===== src/hw/bst_pkg.sv =====
/*
  Package for the boundary scan test access port: instruction codes,
  widths, pin counts, identification fields and link timing.
  Assumes a single system clock that oversamples the test clock.
*/
package bst_pkg;
  // Instruction register width and codes
  localparam int IR_W = 3;
  localparam logic [2:0] INS_EXTEST = 3'h0;
  localparam logic [2:0] INS_INTEST = 3'h1;
  localparam logic [2:0] INS_SAMPLE = 3'h2;
  localparam logic [2:0] INS_IDCODE = 3'h3;
  localparam logic [2:0] INS_BYPASS = 3'h7;
  localparam logic [2:0] IR_DEFAULT = INS_INTEST;
  localparam logic [2:0] IR_CAPTURE = 3'h1;
  // Identification word layout
  localparam int ID_W = 32;
  localparam int ID_VER_LSB = 28;
  localparam int ID_PART_LSB = 12;
  localparam int ID_MAKER_LSB = 1;
  // Pin counts per type in chain order
  localparam int N_IN = 30;
  localparam int N_OUT = 18;
  localparam int N_IO = 22;
  localparam int N_POS = 70;
  // Clock rates
  localparam int SYS_CLK_KHZ = 125000;
  localparam int TCK_MAX_KHZ = 6250;
  localparam int OVERSAMPLE = SYS_CLK_KHZ / TCK_MAX_KHZ;
  // TAP controller states
  typedef enum logic [3:0] {
    ST_RESET, ST_IDLE, ST_SEL_DR, ST_CAP_DR, ST_SH_DR, ST_EX1_DR, ST_PAU_DR, ST_EX2_DR, ST_UPD_DR,
    ST_SEL_IR, ST_CAP_IR, ST_SH_IR, ST_EX1_IR, ST_PAU_IR, ST_EX2_IR, ST_UPD_IR
  } bst_state_t;
endpackage : bst_pkg


===== src/hw/bst_tap.sv =====
/*
  Boundary scan test access port with instruction, bypass, identification
  and boundary registers. The test clock is oversampled by the system
  clock; tck, tms and tdi pass two flip-flops before use. Pins are ordered
  in chain positions with inputs, outputs and two-way pins each packed in
  a vector, chain order given by the per-position type table below.
*/
// Contract
// - TAP state machine follows 1149.1 on TMS
// - 3-bit decode; unlisted codes mean bypass
// - External test drives pins at update, falling
// - External test captures input pins at capture
// - Internal test feeds core inputs at update
// - Internal test captures core outputs at capture
// - Instruction register default is internal test
// - Test-logic-reset loads identification code
// - Sample/preload never disturbs system pins
// - 32-bit identification word with three fields
// - Identification word bit zero reads one
// - Bypass delays TDI by one stage
// - Cells: one input, two output, three bidir
// - Test clock up to 6.25 MHz
`timescale 1ns/1ns
`default_nettype none
module bst_tap #(
  parameter logic [3:0] ID_VERSION = 4'h5, // Arbitrary value
  parameter logic [15:0] ID_PART = 16'h1234, // Arbitrary value
  parameter logic [10:0] ID_MAKER = 11'h2a5 // Arbitrary value
) (
  input wire logic clock, // System clock
  input wire logic arst_n, // Asynchronous reset, active low
  input wire logic clk_en, // Freezes all state when low
  input wire logic tck, // Test clock pin
  input wire logic tms, // Test mode select pin
  input wire logic tdi, // Test data in pin
  output logic tdo_o, // Test data out value
  output logic tdo_oe, // Test data out enable
  input wire logic [bst_pkg::N_IN-1:0] pin_in, // Input pin levels
  output logic [bst_pkg::N_IN-1:0] core_in, // Inputs seen by the core
  input wire logic [bst_pkg::N_OUT-1:0] core_out, // Core output values
  input wire logic [bst_pkg::N_OUT-1:0] core_out_en, // Core output enables
  output logic [bst_pkg::N_OUT-1:0] pin_out, // Output pin values
  output logic [bst_pkg::N_OUT-1:0] pin_out_en, // Output pin enables
  input wire logic [bst_pkg::N_IO-1:0] io_in, // Two-way pin levels
  output logic [bst_pkg::N_IO-1:0] io_core_in, // Two-way levels to core
  input wire logic [bst_pkg::N_IO-1:0] io_core_out, // Core two-way values
  input wire logic [bst_pkg::N_IO-1:0] io_core_en, // Core two-way enables
  output logic [bst_pkg::N_IO-1:0] io_out, // Two-way pin values
  output logic [bst_pkg::N_IO-1:0] io_oe, // Two-way pin enables
  output logic [3:0] tap_state // Controller state for observation
);
  // Cell totals per pin type
  localparam int NB = bst_pkg::N_IN + 2 * bst_pkg::N_OUT + 3 * bst_pkg::N_IO;
  // Position type: 0 input, 1 output, 2 two-way; first entry is next to TDI
  // Rows of ten positions, the last row ends at position 70 next to TDO
  localparam logic [139:0] POS_TYPE = {
    2'h0, 2'h0, 2'h0, 2'h0, 2'h0, 2'h0, 2'h0, 2'h0, 2'h1, 2'h0,
    2'h0, 2'h0, 2'h0, 2'h0, 2'h2, 2'h2, 2'h2, 2'h2, 2'h2, 2'h2,
    2'h2, 2'h2, 2'h2, 2'h2, 2'h2, 2'h2, 2'h1, 2'h0, 2'h2, 2'h2,
    2'h2, 2'h2, 2'h2, 2'h2, 2'h2, 2'h2, 2'h2, 2'h2, 2'h0, 2'h0,
    2'h1, 2'h1, 2'h1, 2'h1, 2'h0, 2'h0, 2'h1, 2'h1, 2'h0, 2'h0,
    2'h0, 2'h0, 2'h1, 2'h1, 2'h0, 2'h0, 2'h0, 2'h0, 2'h0, 2'h0,
    2'h1, 2'h1, 2'h1, 2'h1, 2'h1, 2'h1, 2'h1, 2'h1, 2'h0, 2'h0};

  // Type of one chain position, counted from the TDI end
  function automatic logic [1:0] pos_type(input int p);
    pos_type = POS_TYPE[139 - 2 * p -: 2];
  endfunction : pos_type

  // Positions of one type; used by the elaboration checks below
  function automatic int count_type(input logic [1:0] t);
    count_type = 0;
    for (int p = 0; p < bst_pkg::N_POS; p++) begin
      if (pos_type(p) == t) count_type = count_type + 1;
    end
  endfunction : count_type

  // Refuse a clock too slow to see both test clock edges, or a table that misfits the pins
  if (bst_pkg::OVERSAMPLE < 4) begin : g_bad_rate
    $error("System clock too slow for the test clock");
  end
  if ($bits(POS_TYPE) != 2 * bst_pkg::N_POS) begin : g_bad_table
    $error("Type table length does not match the chain length");
  end
  if (count_type(2'h0) != bst_pkg::N_IN) begin : g_bad_in
    $error("Input pin count does not match the type table");
  end
  if (count_type(2'h1) != bst_pkg::N_OUT) begin : g_bad_out
    $error("Output pin count does not match the type table");
  end
  if (count_type(2'h2) != bst_pkg::N_IO) begin : g_bad_io
    $error("Two-way pin count does not match the type table");
  end
  if (bst_pkg::N_IN + bst_pkg::N_OUT + bst_pkg::N_IO != bst_pkg::N_POS) begin : g_bad_pos
    $error("Pin counts do not add up to the chain length");
  end

  // Pin synchronisers, two stages each
  logic [2:0] sync1_ff, sync2_ff;
  logic tck_d_ff;
  always_ff @(posedge clock or negedge arst_n) begin
    if (!arst_n) begin
      sync1_ff <= 3'h0;
      sync2_ff <= 3'h0;
      tck_d_ff <= 1'b0;
    end else if (clk_en) begin
      sync1_ff <= {tck, tms, tdi};
      sync2_ff <= sync1_ff;
      tck_d_ff <= sync2_ff[2];
    end
  end
  wire tck_s = sync2_ff[2];
  wire tms_s = sync2_ff[1];
  wire tdi_s = sync2_ff[0];
  wire tck_rise = clk_en & tck_s & ~tck_d_ff;
  wire tck_fall = clk_en & ~tck_s & tck_d_ff;

  // Controller next state
  bst_pkg::bst_state_t state_ff, nxt_state;
  always_comb begin
    case (state_ff)
      bst_pkg::ST_RESET: nxt_state = tms_s ? bst_pkg::ST_RESET : bst_pkg::ST_IDLE;
      bst_pkg::ST_IDLE: nxt_state = tms_s ? bst_pkg::ST_SEL_DR : bst_pkg::ST_IDLE;
      bst_pkg::ST_SEL_DR: nxt_state = tms_s ? bst_pkg::ST_SEL_IR : bst_pkg::ST_CAP_DR;
      bst_pkg::ST_CAP_DR: nxt_state = tms_s ? bst_pkg::ST_EX1_DR : bst_pkg::ST_SH_DR;
      bst_pkg::ST_SH_DR: nxt_state = tms_s ? bst_pkg::ST_EX1_DR : bst_pkg::ST_SH_DR;
      bst_pkg::ST_EX1_DR: nxt_state = tms_s ? bst_pkg::ST_UPD_DR : bst_pkg::ST_PAU_DR;
      bst_pkg::ST_PAU_DR: nxt_state = tms_s ? bst_pkg::ST_EX2_DR : bst_pkg::ST_PAU_DR;
      bst_pkg::ST_EX2_DR: nxt_state = tms_s ? bst_pkg::ST_UPD_DR : bst_pkg::ST_SH_DR;
      bst_pkg::ST_UPD_DR: nxt_state = tms_s ? bst_pkg::ST_SEL_DR : bst_pkg::ST_IDLE;
      bst_pkg::ST_SEL_IR: nxt_state = tms_s ? bst_pkg::ST_RESET : bst_pkg::ST_CAP_IR;
      bst_pkg::ST_CAP_IR: nxt_state = tms_s ? bst_pkg::ST_EX1_IR : bst_pkg::ST_SH_IR;
      bst_pkg::ST_SH_IR: nxt_state = tms_s ? bst_pkg::ST_EX1_IR : bst_pkg::ST_SH_IR;
      bst_pkg::ST_EX1_IR: nxt_state = tms_s ? bst_pkg::ST_UPD_IR : bst_pkg::ST_PAU_IR;
      bst_pkg::ST_PAU_IR: nxt_state = tms_s ? bst_pkg::ST_EX2_IR : bst_pkg::ST_PAU_IR;
      bst_pkg::ST_EX2_IR: nxt_state = tms_s ? bst_pkg::ST_UPD_IR : bst_pkg::ST_SH_IR;
      bst_pkg::ST_UPD_IR: nxt_state = tms_s ? bst_pkg::ST_SEL_DR : bst_pkg::ST_IDLE;
      default: nxt_state = bst_pkg::ST_RESET;
    endcase
  end

  // State moves on each rising test clock edge
  always_ff @(posedge clock or negedge arst_n) begin
    if (!arst_n) state_ff <= bst_pkg::ST_RESET;
    else if (tck_rise) state_ff <= nxt_state;
  end
  assign tap_state = state_ff;

  // State decodes
  wire in_reset = (state_ff == bst_pkg::ST_RESET);
  wire in_cap_dr = (state_ff == bst_pkg::ST_CAP_DR);
  wire in_sh_dr = (state_ff == bst_pkg::ST_SH_DR);
  wire in_upd_dr = (state_ff == bst_pkg::ST_UPD_DR);
  wire in_cap_ir = (state_ff == bst_pkg::ST_CAP_IR);
  wire in_sh_ir = (state_ff == bst_pkg::ST_SH_IR);
  wire in_upd_ir = (state_ff == bst_pkg::ST_UPD_IR);

  // Instruction shift and active registers
  logic [2:0] ir_sh_ff, ir_ff;
  always_ff @(posedge clock or negedge arst_n) begin
    if (!arst_n) begin
      ir_sh_ff <= bst_pkg::IR_DEFAULT;
      ir_ff <= bst_pkg::IR_DEFAULT;
    end else if (tck_rise && in_cap_ir) begin
      ir_sh_ff <= bst_pkg::IR_CAPTURE;
    end else if (tck_rise && in_sh_ir) begin
      ir_sh_ff <= {tdi_s, ir_sh_ff[2:1]};
    end else if (tck_fall && in_reset) begin
      ir_ff <= bst_pkg::INS_IDCODE;
    end else if (tck_fall && in_upd_ir) begin
      ir_ff <= ir_sh_ff;
    end
  end

  // Instruction decode; anything unlisted falls to bypass
  wire is_extest = (ir_ff == bst_pkg::INS_EXTEST);
  wire is_intest = (ir_ff == bst_pkg::INS_INTEST);
  wire is_sample = (ir_ff == bst_pkg::INS_SAMPLE);
  wire is_idcode = (ir_ff == bst_pkg::INS_IDCODE);
  wire is_bsr = is_extest | is_intest | is_sample;
  wire is_bypass = ~is_bsr & ~is_idcode;

  // Identification word with bit zero fixed high
  wire [31:0] id_word = {ID_VERSION, ID_PART, ID_MAKER, 1'b1};

  // Gather chain capture values; position 70 sits next to TDO
  logic [NB-1:0] cap_vec;
  logic [NB-1:0] upd_ff;
  always_comb begin
    int b, ni, no, nio, p;
    logic [1:0] t;
    b = NB;
    ni = 0;
    no = 0;
    nio = 0;
    p = 0;
    t = 2'h0;
    cap_vec = '0;
    for (p = 0; p < bst_pkg::N_POS; p++) begin
      t = pos_type(p);
      if (t == 2'h0) begin
        b = b - 1;
        cap_vec[b] = is_intest ? core_in[ni] : pin_in[ni];
        ni = ni + 1;
      end else if (t == 2'h1) begin
        b = b - 2;
        cap_vec[b +: 2] = is_intest ? {core_out[no], core_out_en[no]}
                                    : {pin_out[no], pin_out_en[no]};
        no = no + 1;
      end else begin
        b = b - 3;
        cap_vec[b +: 3] = is_intest ? {io_core_in[nio], io_core_out[nio], io_core_en[nio]}
                                    : {io_in[nio], io_out[nio], io_oe[nio]};
        nio = nio + 1;
      end
    end
  end

  // Data registers: bypass, identification, boundary shift
  logic byp_ff;
  logic [31:0] id_sh_ff;
  logic [NB-1:0] bsr_sh_ff;
  always_ff @(posedge clock or negedge arst_n) begin
    if (!arst_n) begin
      byp_ff <= 1'b0;
      id_sh_ff <= 32'h0;
      bsr_sh_ff <= '0;
    end else if (tck_rise && in_cap_dr) begin
      byp_ff <= 1'b0;
      id_sh_ff <= id_word;
      if (is_bsr) bsr_sh_ff <= cap_vec;
    end else if (tck_rise && in_sh_dr) begin
      byp_ff <= tdi_s;
      id_sh_ff <= {tdi_s, id_sh_ff[31:1]};
      if (is_bsr) bsr_sh_ff <= {tdi_s, bsr_sh_ff[NB-1:1]};
    end
  end

  // Update latch loads on the falling edge in update-DR
  always_ff @(posedge clock or negedge arst_n) begin
    if (!arst_n) upd_ff <= '0;
    else if (tck_fall && in_upd_dr && is_bsr) upd_ff <= bsr_sh_ff;
  end

  // Scatter update latch to pins and core
  logic [bst_pkg::N_IN-1:0] u_in;
  logic [bst_pkg::N_OUT-1:0] u_out, u_oen;
  logic [bst_pkg::N_IO-1:0] u_ioi, u_ioo, u_ioe;
  always_comb begin
    int b, ni, no, nio, p;
    logic [1:0] t;
    b = NB;
    ni = 0;
    no = 0;
    nio = 0;
    u_in = '0;
    u_out = '0;
    u_oen = '0;
    u_ioi = '0;
    u_ioo = '0;
    u_ioe = '0;
    p = 0;
    t = 2'h0;
    for (p = 0; p < bst_pkg::N_POS; p++) begin
      t = pos_type(p);
      if (t == 2'h0) begin
        b = b - 1;
        u_in[ni] = upd_ff[b];
        ni = ni + 1;
      end else if (t == 2'h1) begin
        b = b - 2;
        {u_out[no], u_oen[no]} = upd_ff[b +: 2];
        no = no + 1;
      end else begin
        b = b - 3;
        {u_ioi[nio], u_ioo[nio], u_ioe[nio]} = upd_ff[b +: 3];
        nio = nio + 1;
      end
    end
  end

  // Pin and core muxing; sample leaves the system path alone
  assign pin_out = is_extest ? u_out : core_out;
  assign pin_out_en = is_extest ? u_oen : core_out_en;
  assign io_out = is_extest ? u_ioo : io_core_out;
  assign io_oe = is_extest ? u_ioe : io_core_en;
  assign core_in = is_intest ? u_in : pin_in;
  assign io_core_in = is_intest ? u_ioi : io_in;

  // Serial output selection
  wire dr_bit = is_bsr ? bsr_sh_ff[0] : (is_idcode ? id_sh_ff[0] : byp_ff);
  wire tdo_nxt = in_sh_ir ? ir_sh_ff[0] : dr_bit;

  // Output changes on falling edge, enabled only while shifting
  always_ff @(posedge clock or negedge arst_n) begin
    if (!arst_n) begin
      tdo_o <= 1'b0;
      tdo_oe <= 1'b0;
    end else if (tck_fall) begin
      tdo_o <= tdo_nxt;
      tdo_oe <= in_sh_ir | in_sh_dr;
    end
  end
endmodule : bst_tap
`default_nettype wire


===== config.mk =====
export PLATFORM = sky130hd
export DESIGN_NAME = bst_tap
export DESIGN_NICKNAME = d
export VERILOG_FILES = /design/src/hw/bst_pkg.sv /design/src/hw/bst_tap.sv
export SDC_FILE = /design/constraint.sdc
export NUM_CORES = 1
export LEC_CHECK = 0
export BUFFER_PORTS_ARGS = -buffer_cell sky130_fd_sc_hd__buf_2
export CAP_MARGIN = 15
export CORE_MARGIN = 1.5
export CORE_UTILIZATION = 40
export DETAILED_ROUTE_END_ITERATION = 8
export PLACE_DENSITY = 0.69
export SYNTH_ARGS = -nofsm -noshare
export SYNTH_HDL_FRONTEND = slang
export SYNTH_SLANG_ARGS = --single-unit

===== constraint.sdc =====
create_clock -name clock -period 1.73 [get_ports clock]
set_input_delay 0.0865 -clock clock [delete_from_list [all_inputs] [get_ports clock]]
set_output_delay 0.0865 -clock clock [all_outputs]
set_load 0.01 [all_outputs]

# Yosys cells after proc, flatten, opt, wreduce, memory -nomap -nowiden
# Index checks and enable logic that the tools add are counted.
[word_totals]
inputBits = 138
out_inout_bits = 138
regBits = 316
[classes]
n_eq_ne = 20
n_reduce_logical = 18
bitwise = 11
n_mux = 104
[op_table]
columns = ["op", "n"]
rows = [
  ["$mux W132", 4],
  ["$mux W3", 28],
  ["$mux W22", 3],
  ["$mux W32", 2],
  ["$pmux W4 S12", 1],
  ["$mux W2", 21],
  ["$mux W1", 38],
  ["$mux W18", 2],
  ["$eq A4 B4 Y1 const B", 8],
  ["$mux W30", 1],
  ["$eq A4 B3 Y1 const B", 4],
  ["$mux W4", 4],
  ["$eq A4 B2 Y1 const B", 2],
  ["$logic_and A1 B1 Y1", 8],
  ["$eq A3 B2 Y1 const B", 2],
  ["$reduce_and A3 Y1", 2],
  ["$reduce_bool A2 Y1", 3],
  ["$and A1 B1 Y1", 4],
  ["$eq A4 B1 Y1 const B", 1],
  ["$logic_not A4 Y1", 1],
  ["$ne A2 B2 Y1 const B", 2],
  ["$not A1 Y1", 4],
  ["$reduce_or A2 Y1", 2],
  ["$eq A3 B1 Y1 const B", 1],
  ["other kinds (3)", 5],
]

# Logic depth before layout (Yosys ltp)
[logic_depth]
ltp_word = 6
depth_mapped = 8
ltp_nobuf = 4

# Worst setup path before layout
# Ideal clock, no wire load.
[synth_timing]
kind = "register to register"
startpoint = "reg state_ff[2], in the netlist tap_state[2]"
endpoint = "reg upd_ff[5]"
path_stages_with_launch = 7
setup_slack_ns = -0.012
synth_period_minus_slack_ns = 1.742
required_ns = 1.605
t_arrival_ns = 1.617
setup_time_ns = 0.125
cell_sequence = "dfrtp_1 > buf_2 > and2b_1 > nand4_4 > buf_2 > buf_4 > mux2_2"
[synth_via]
elab_chain_cells = 3
[synth_rtl]
columns = ["element", "line_no", "rtl"]
rows = [
  ["start, declared", "bst_tap.sv:119", "bst_pkg::bst_state_t state_ff, nxt_state;"],
  ["start signal, assigned", "bst_tap.sv:144", "if (!arst_n) state_ff <= bst_pkg::ST_RESET;"],
  ["start signal, assigned", "bst_tap.sv:145", "else if (tck_rise) state_ff <= nxt_state;"],
  ["$eq A4 B4 Y1", "bst_tap.sv:153", "wire in_upd_dr = (state_ff == bst_pkg::ST_UPD_DR);"],
  ["$logic_and A1 B1 Y1 (2 in a row)", "bst_tap.sv:242", "else if (tck_fall && in_upd_dr && is_bsr) upd_ff <= bsr_sh_ff;"],
  ["end signal, assigned", "bst_tap.sv:242", ""],
  ["end, declared", "bst_tap.sv:188", "logic [NB-1:0] upd_ff;"],
]
# Every way passes these cells.
# A chain may end at the register's enable or synchronous reset.

# Worst setup path after layout
[layout_timing]
startpoint = "reg ir_ff[0]"
endpoint = "out io_oe[1] in the netlist's numbering"
[layout_via]
elab_chain_cells = 2
[layout_rtl]
columns = ["element", "line_no", "rtl"]
rows = [
  ["start, declared", "bst_tap.sv:159", "logic [2:0] ir_sh_ff, ir_ff;"],
  ["start signal, assigned", "bst_tap.sv:163", "ir_ff <= bst_pkg::IR_DEFAULT;"],
  ["start signal, assigned", "bst_tap.sv:169", "ir_ff <= bst_pkg::INS_IDCODE;"],
  ["start signal, assigned", "bst_tap.sv:171", "ir_ff <= ir_sh_ff;"],
  ["$logic_not A3 Y1", "bst_tap.sv:176", "wire is_extest = (ir_ff == bst_pkg::INS_EXTEST);"],
  ["$mux W22", "bst_tap.sv:286", "assign io_oe = is_extest ? u_ioe : io_core_en;"],
  ["end, declared", "bst_tap.sv:49", "output logic [bst_pkg::N_IO-1:0] io_oe,"],
]
# Every way passes these cells.

==> flow_summary.yaml <==
logic_synthesis:
  yosysWarnings: 0
  synth_area_sq_um: 14800
  ys_ff_latch: 315
  syn_nets: 1539
  ys_seq_area_share_pct: 53.3
  post_synth_num_cell_types: 47
  syn_inst: 1401
  syn_area_per_cell_sq_um: 10.6
final_layout:
  drive_gt1_share_pct: 38.1
  final_common_cell: "dfrtp_1"
  fillerInstances: 2874
  postLayoutCellArea_sq_um: 21400
  fin_nets: 2019
  final_cells: 2376
  multiInputGateArea_sq_um: 6680
  mostFrequentLayoutCells: "dfrtp_1, buf_2, nand2_1, o21ai_0, mux2_2"
  regArea_sq_um: 7890
  area_growth_pct: 45.1
sta:
  min_period_ps: 2320
  fin_ws_ps: -586
  finalHoldViolations: 0
  fin_crit_sh_pct: 134
  rsz0062_at_grt: "yes"
  fin_skew_ps: 16.7
  worstMarginPinSlew_ps: 645
  relSlewSlack_pct: 56.6
  setup_violations: 393
  slew_viol_final: 0
  fmax_mhz: 432
route:
  wl_met2_mm: 22.5
  firstDrtPassIters: 5
  ant_nets: 0
  drc: 0
  drt_wl_total_mm: 46.7
  drt_first_iter_violations: 669
  topRoutingLayerUsed: "met4"
  viasPerCell: 5.31
  wirelength_met1_mm: 19.7
  num_vias: 12600
  met3_length_mm: 3.08
  wl_per_cell_um: 19.7
pwr:
  sw_frac_of_total_pct: 31.1
  peakVddDrop_mv: 0.808
  internal-power_w: 0.0176
  p_per_area_nw_per_um2: 1190
  p_switching_w: 0.00797
  pwr-share-seq_pct: 32.8
  combPwrFrac_pct: 36.8
  p_leak_nw: 10.6
  clockPowerShare_pct: 30.4
grt:
  grt_pass1_vias: 13000
  grt_start_max_net_pins: 65
  grt_first_pass_wirelength_mm: 71.3
  grt_overflow: 0
  gr-usage-all-layers_pct: 23.7
  antenna_found_initial: 1
cts:
  root_buffer: "clkbuf_16"
  numCtsBuffers: 37
  tritoncts: "done"
  clk-insertion-delay-late_ps: 540
  clk_pin_slew_ps: 60
  cts_sinks: 315
  htree_num_levels: 2
  clock_path_buffers: 3
hold_path:
  hp-class: "in -> reg"
floorplan:
  io-pin-count: 276
  rows: 70
  core_sq_um: 36500
  start_util_pct: 40.5
  die_w_um: 195
  die_y_um: 195
  die_area_sq_um: 38100
setup_path:
  cp_max_fo: 4
  r2r_setup_slack_ps: -270
  worstSetupStartpointType: "register"
  crit_type: "reg -> out"
  cp.arrival_ps: 2230
  required_ps: 1640
  end_kind: "output pin"
placed_design:
  place.gp.congestion: 0.825
  hpwlAfterDp_mm: 26.7
  place_area_sq_um: 17500
  placement.io_buffers: 275
  dp.cells: 2141
run:
  cap_violations: 0
outcome:
  violations: "setup timing"
  status: "complete, but fails checks"
## what timing repair did
item                                    CTS  global route
gates cloned                             10             4
endpoints found under the hold margin   441             0
endpoints found under the setup margin  260           396
setup buffers                            19            11
resized for setup                       135            61
hold buffers                            129             0
pin swaps                                23             0
## cells by family (layout without fill, tap and decap cells)
| kind of cell | Yosys count | in the layout | synth area share [%] |
|---|---|---|---|
| AO/OA/AOI/OAI | 327 | 327 | 11.4 |
| other | 0 | 1 | 0 |
| flip-flops | 315 | 315 | 53.3 |
| buffers and inverters | 108 | 614 | 3.76 |
| AND/OR/NAND/NOR | 375 | 375 | 10.5 |
| multiplexers | 276 | 276 | 21.0 |
## synth_stat cells, drive strengths merged
master | n | area, sq um
nor3 | 2 | 15.0
mux2 | 274 | 3090
nor4 | 1 | 12.5
dfstp | 2 | 52.6
nand2 | 194 | 728
nand4bb | 1 | 11.3
o211ai | 2 | 20.0
a221oi | 1 | 8.76
and4bb | 2 | 25.0
and4 | 1 | 8.76
and3 | 1 | 6.26
mux2i | 2 | 20.0
nor2b | 3 | 18.8
a32oi | 1 | 8.76
a31oi | 3 | 18.8
nor4b | 1 | 8.76
clkbuf | 31 | 116
inv | 4 | 15.0
nand3b | 1 | 7.51
or3b | 1 | 8.76
o31ai | 1 | 7.51
a21oi | 9 | 48.8
nor2 | 156 | 591
or2 | 1 | 6.26
nand4 | 2 | 27.5
o21ai | 305 | 1530
buf | 73 | 424
o221ai | 1 | 8.76
o211a | 1 | 10.0
and3b | 3 | 26.3
a311oi | 2 | 17.5
dfrtp | 313 | 7830
and2b | 1 | 7.51
o22ai | 1 | 6.26
nor3b | 2 | 31.3
nand3 | 2 | 10.0
## power groups by stage
stage	Clock, W	Combinational (W)	Sequential (W)
3_5_place_dp	0	0.00720	0.00851
2_1_floorplan	0	0.00407	0.00839
4_1_cts	0.00794	0.00854	0.00838
6_report	0.00777	0.00942	0.00839
5_1_grt	0.00820	0.00999	0.00847
3_3_place_gp	0	0.00712	0.00849
## flip-flops by register name, summed over array words and instances (netlist names)
| register | count |
|---|---|
| id_sh_ff | 31 |
| bsr_sh_ff | 132 |
| byp_ff | 1 |
| upd_ff | 132 |
| sync1_ff | 3 |
| ir_ff | 3 |
| tap_state | 4 |
| ir_sh_ff | 3 |
| tdo_oe | 1 |
| tck_d_ff | 1 |
| tdo_o | 1 |
| sync2_ff | 3 |
## critical path, stage by stage, from the launching register on
cell and delay, ps:
dfstp_2 370, buf_6 110, buf_6 100, nor3_4 160, buf_4 170, clkbuf_16 150, buf_4 130, mux2_2 350
buf_2 150
## final timing paths
check                      cells past startpoint      startpoint             to
hold reg to reg                                2    id_sh_ff[19]   id_sh_ff[19]
hold / removal                                 4  io_core_en[13]  bsr_sh_ff[72]
max in group asynchronous                      3          arst_n    sync2_ff[1]
setup reg to reg                               8        ir_ff[0]    upd_ff[119]
setup / recovery                               8        ir_ff[0]       io_oe[1]
min in group asynchronous                      2          arst_n     upd_ff[90]
## per-layer routing
layer	GRT usage, %	vias to the layer above
li1	-	5801
met3	4.70	83
met1	31.1	6242
met5	0	-
met4	8.24	0
met2	38.9	479
## per-stage QoR
stage	total power, W	worst slack (ps)	utilization (%)	hold WS, ps	setup TNS (ps)
final	0.0256	-586	58.7	44.2	-106880
after global routing	0.0267	-660	58.7	54.1	-133410
after CTS	0.0249	-598	57.6	1.52	-103210
after detailed placement	0.0157	-128	47.8	12.0	-5630
after global placement	0.0156	-90.7	47.8	9.53	-2680
after floorplan	0.0125	0.826	-	-209	0
## final cells by class
type / count / share of cell area (%)
clock buffer: 56 / 5.13
inverter: 4 / 0.0700
multi-input combinational: 978 / 31.2
timing repair buffer: 545 / 23.6
tap: 468 / 2.73
sequential: 315 / 36.8
antenna: 1 / 0.0117
clock inverter: 9 / 0.490
Note: power is estimated with default switching activity, not from simulation.
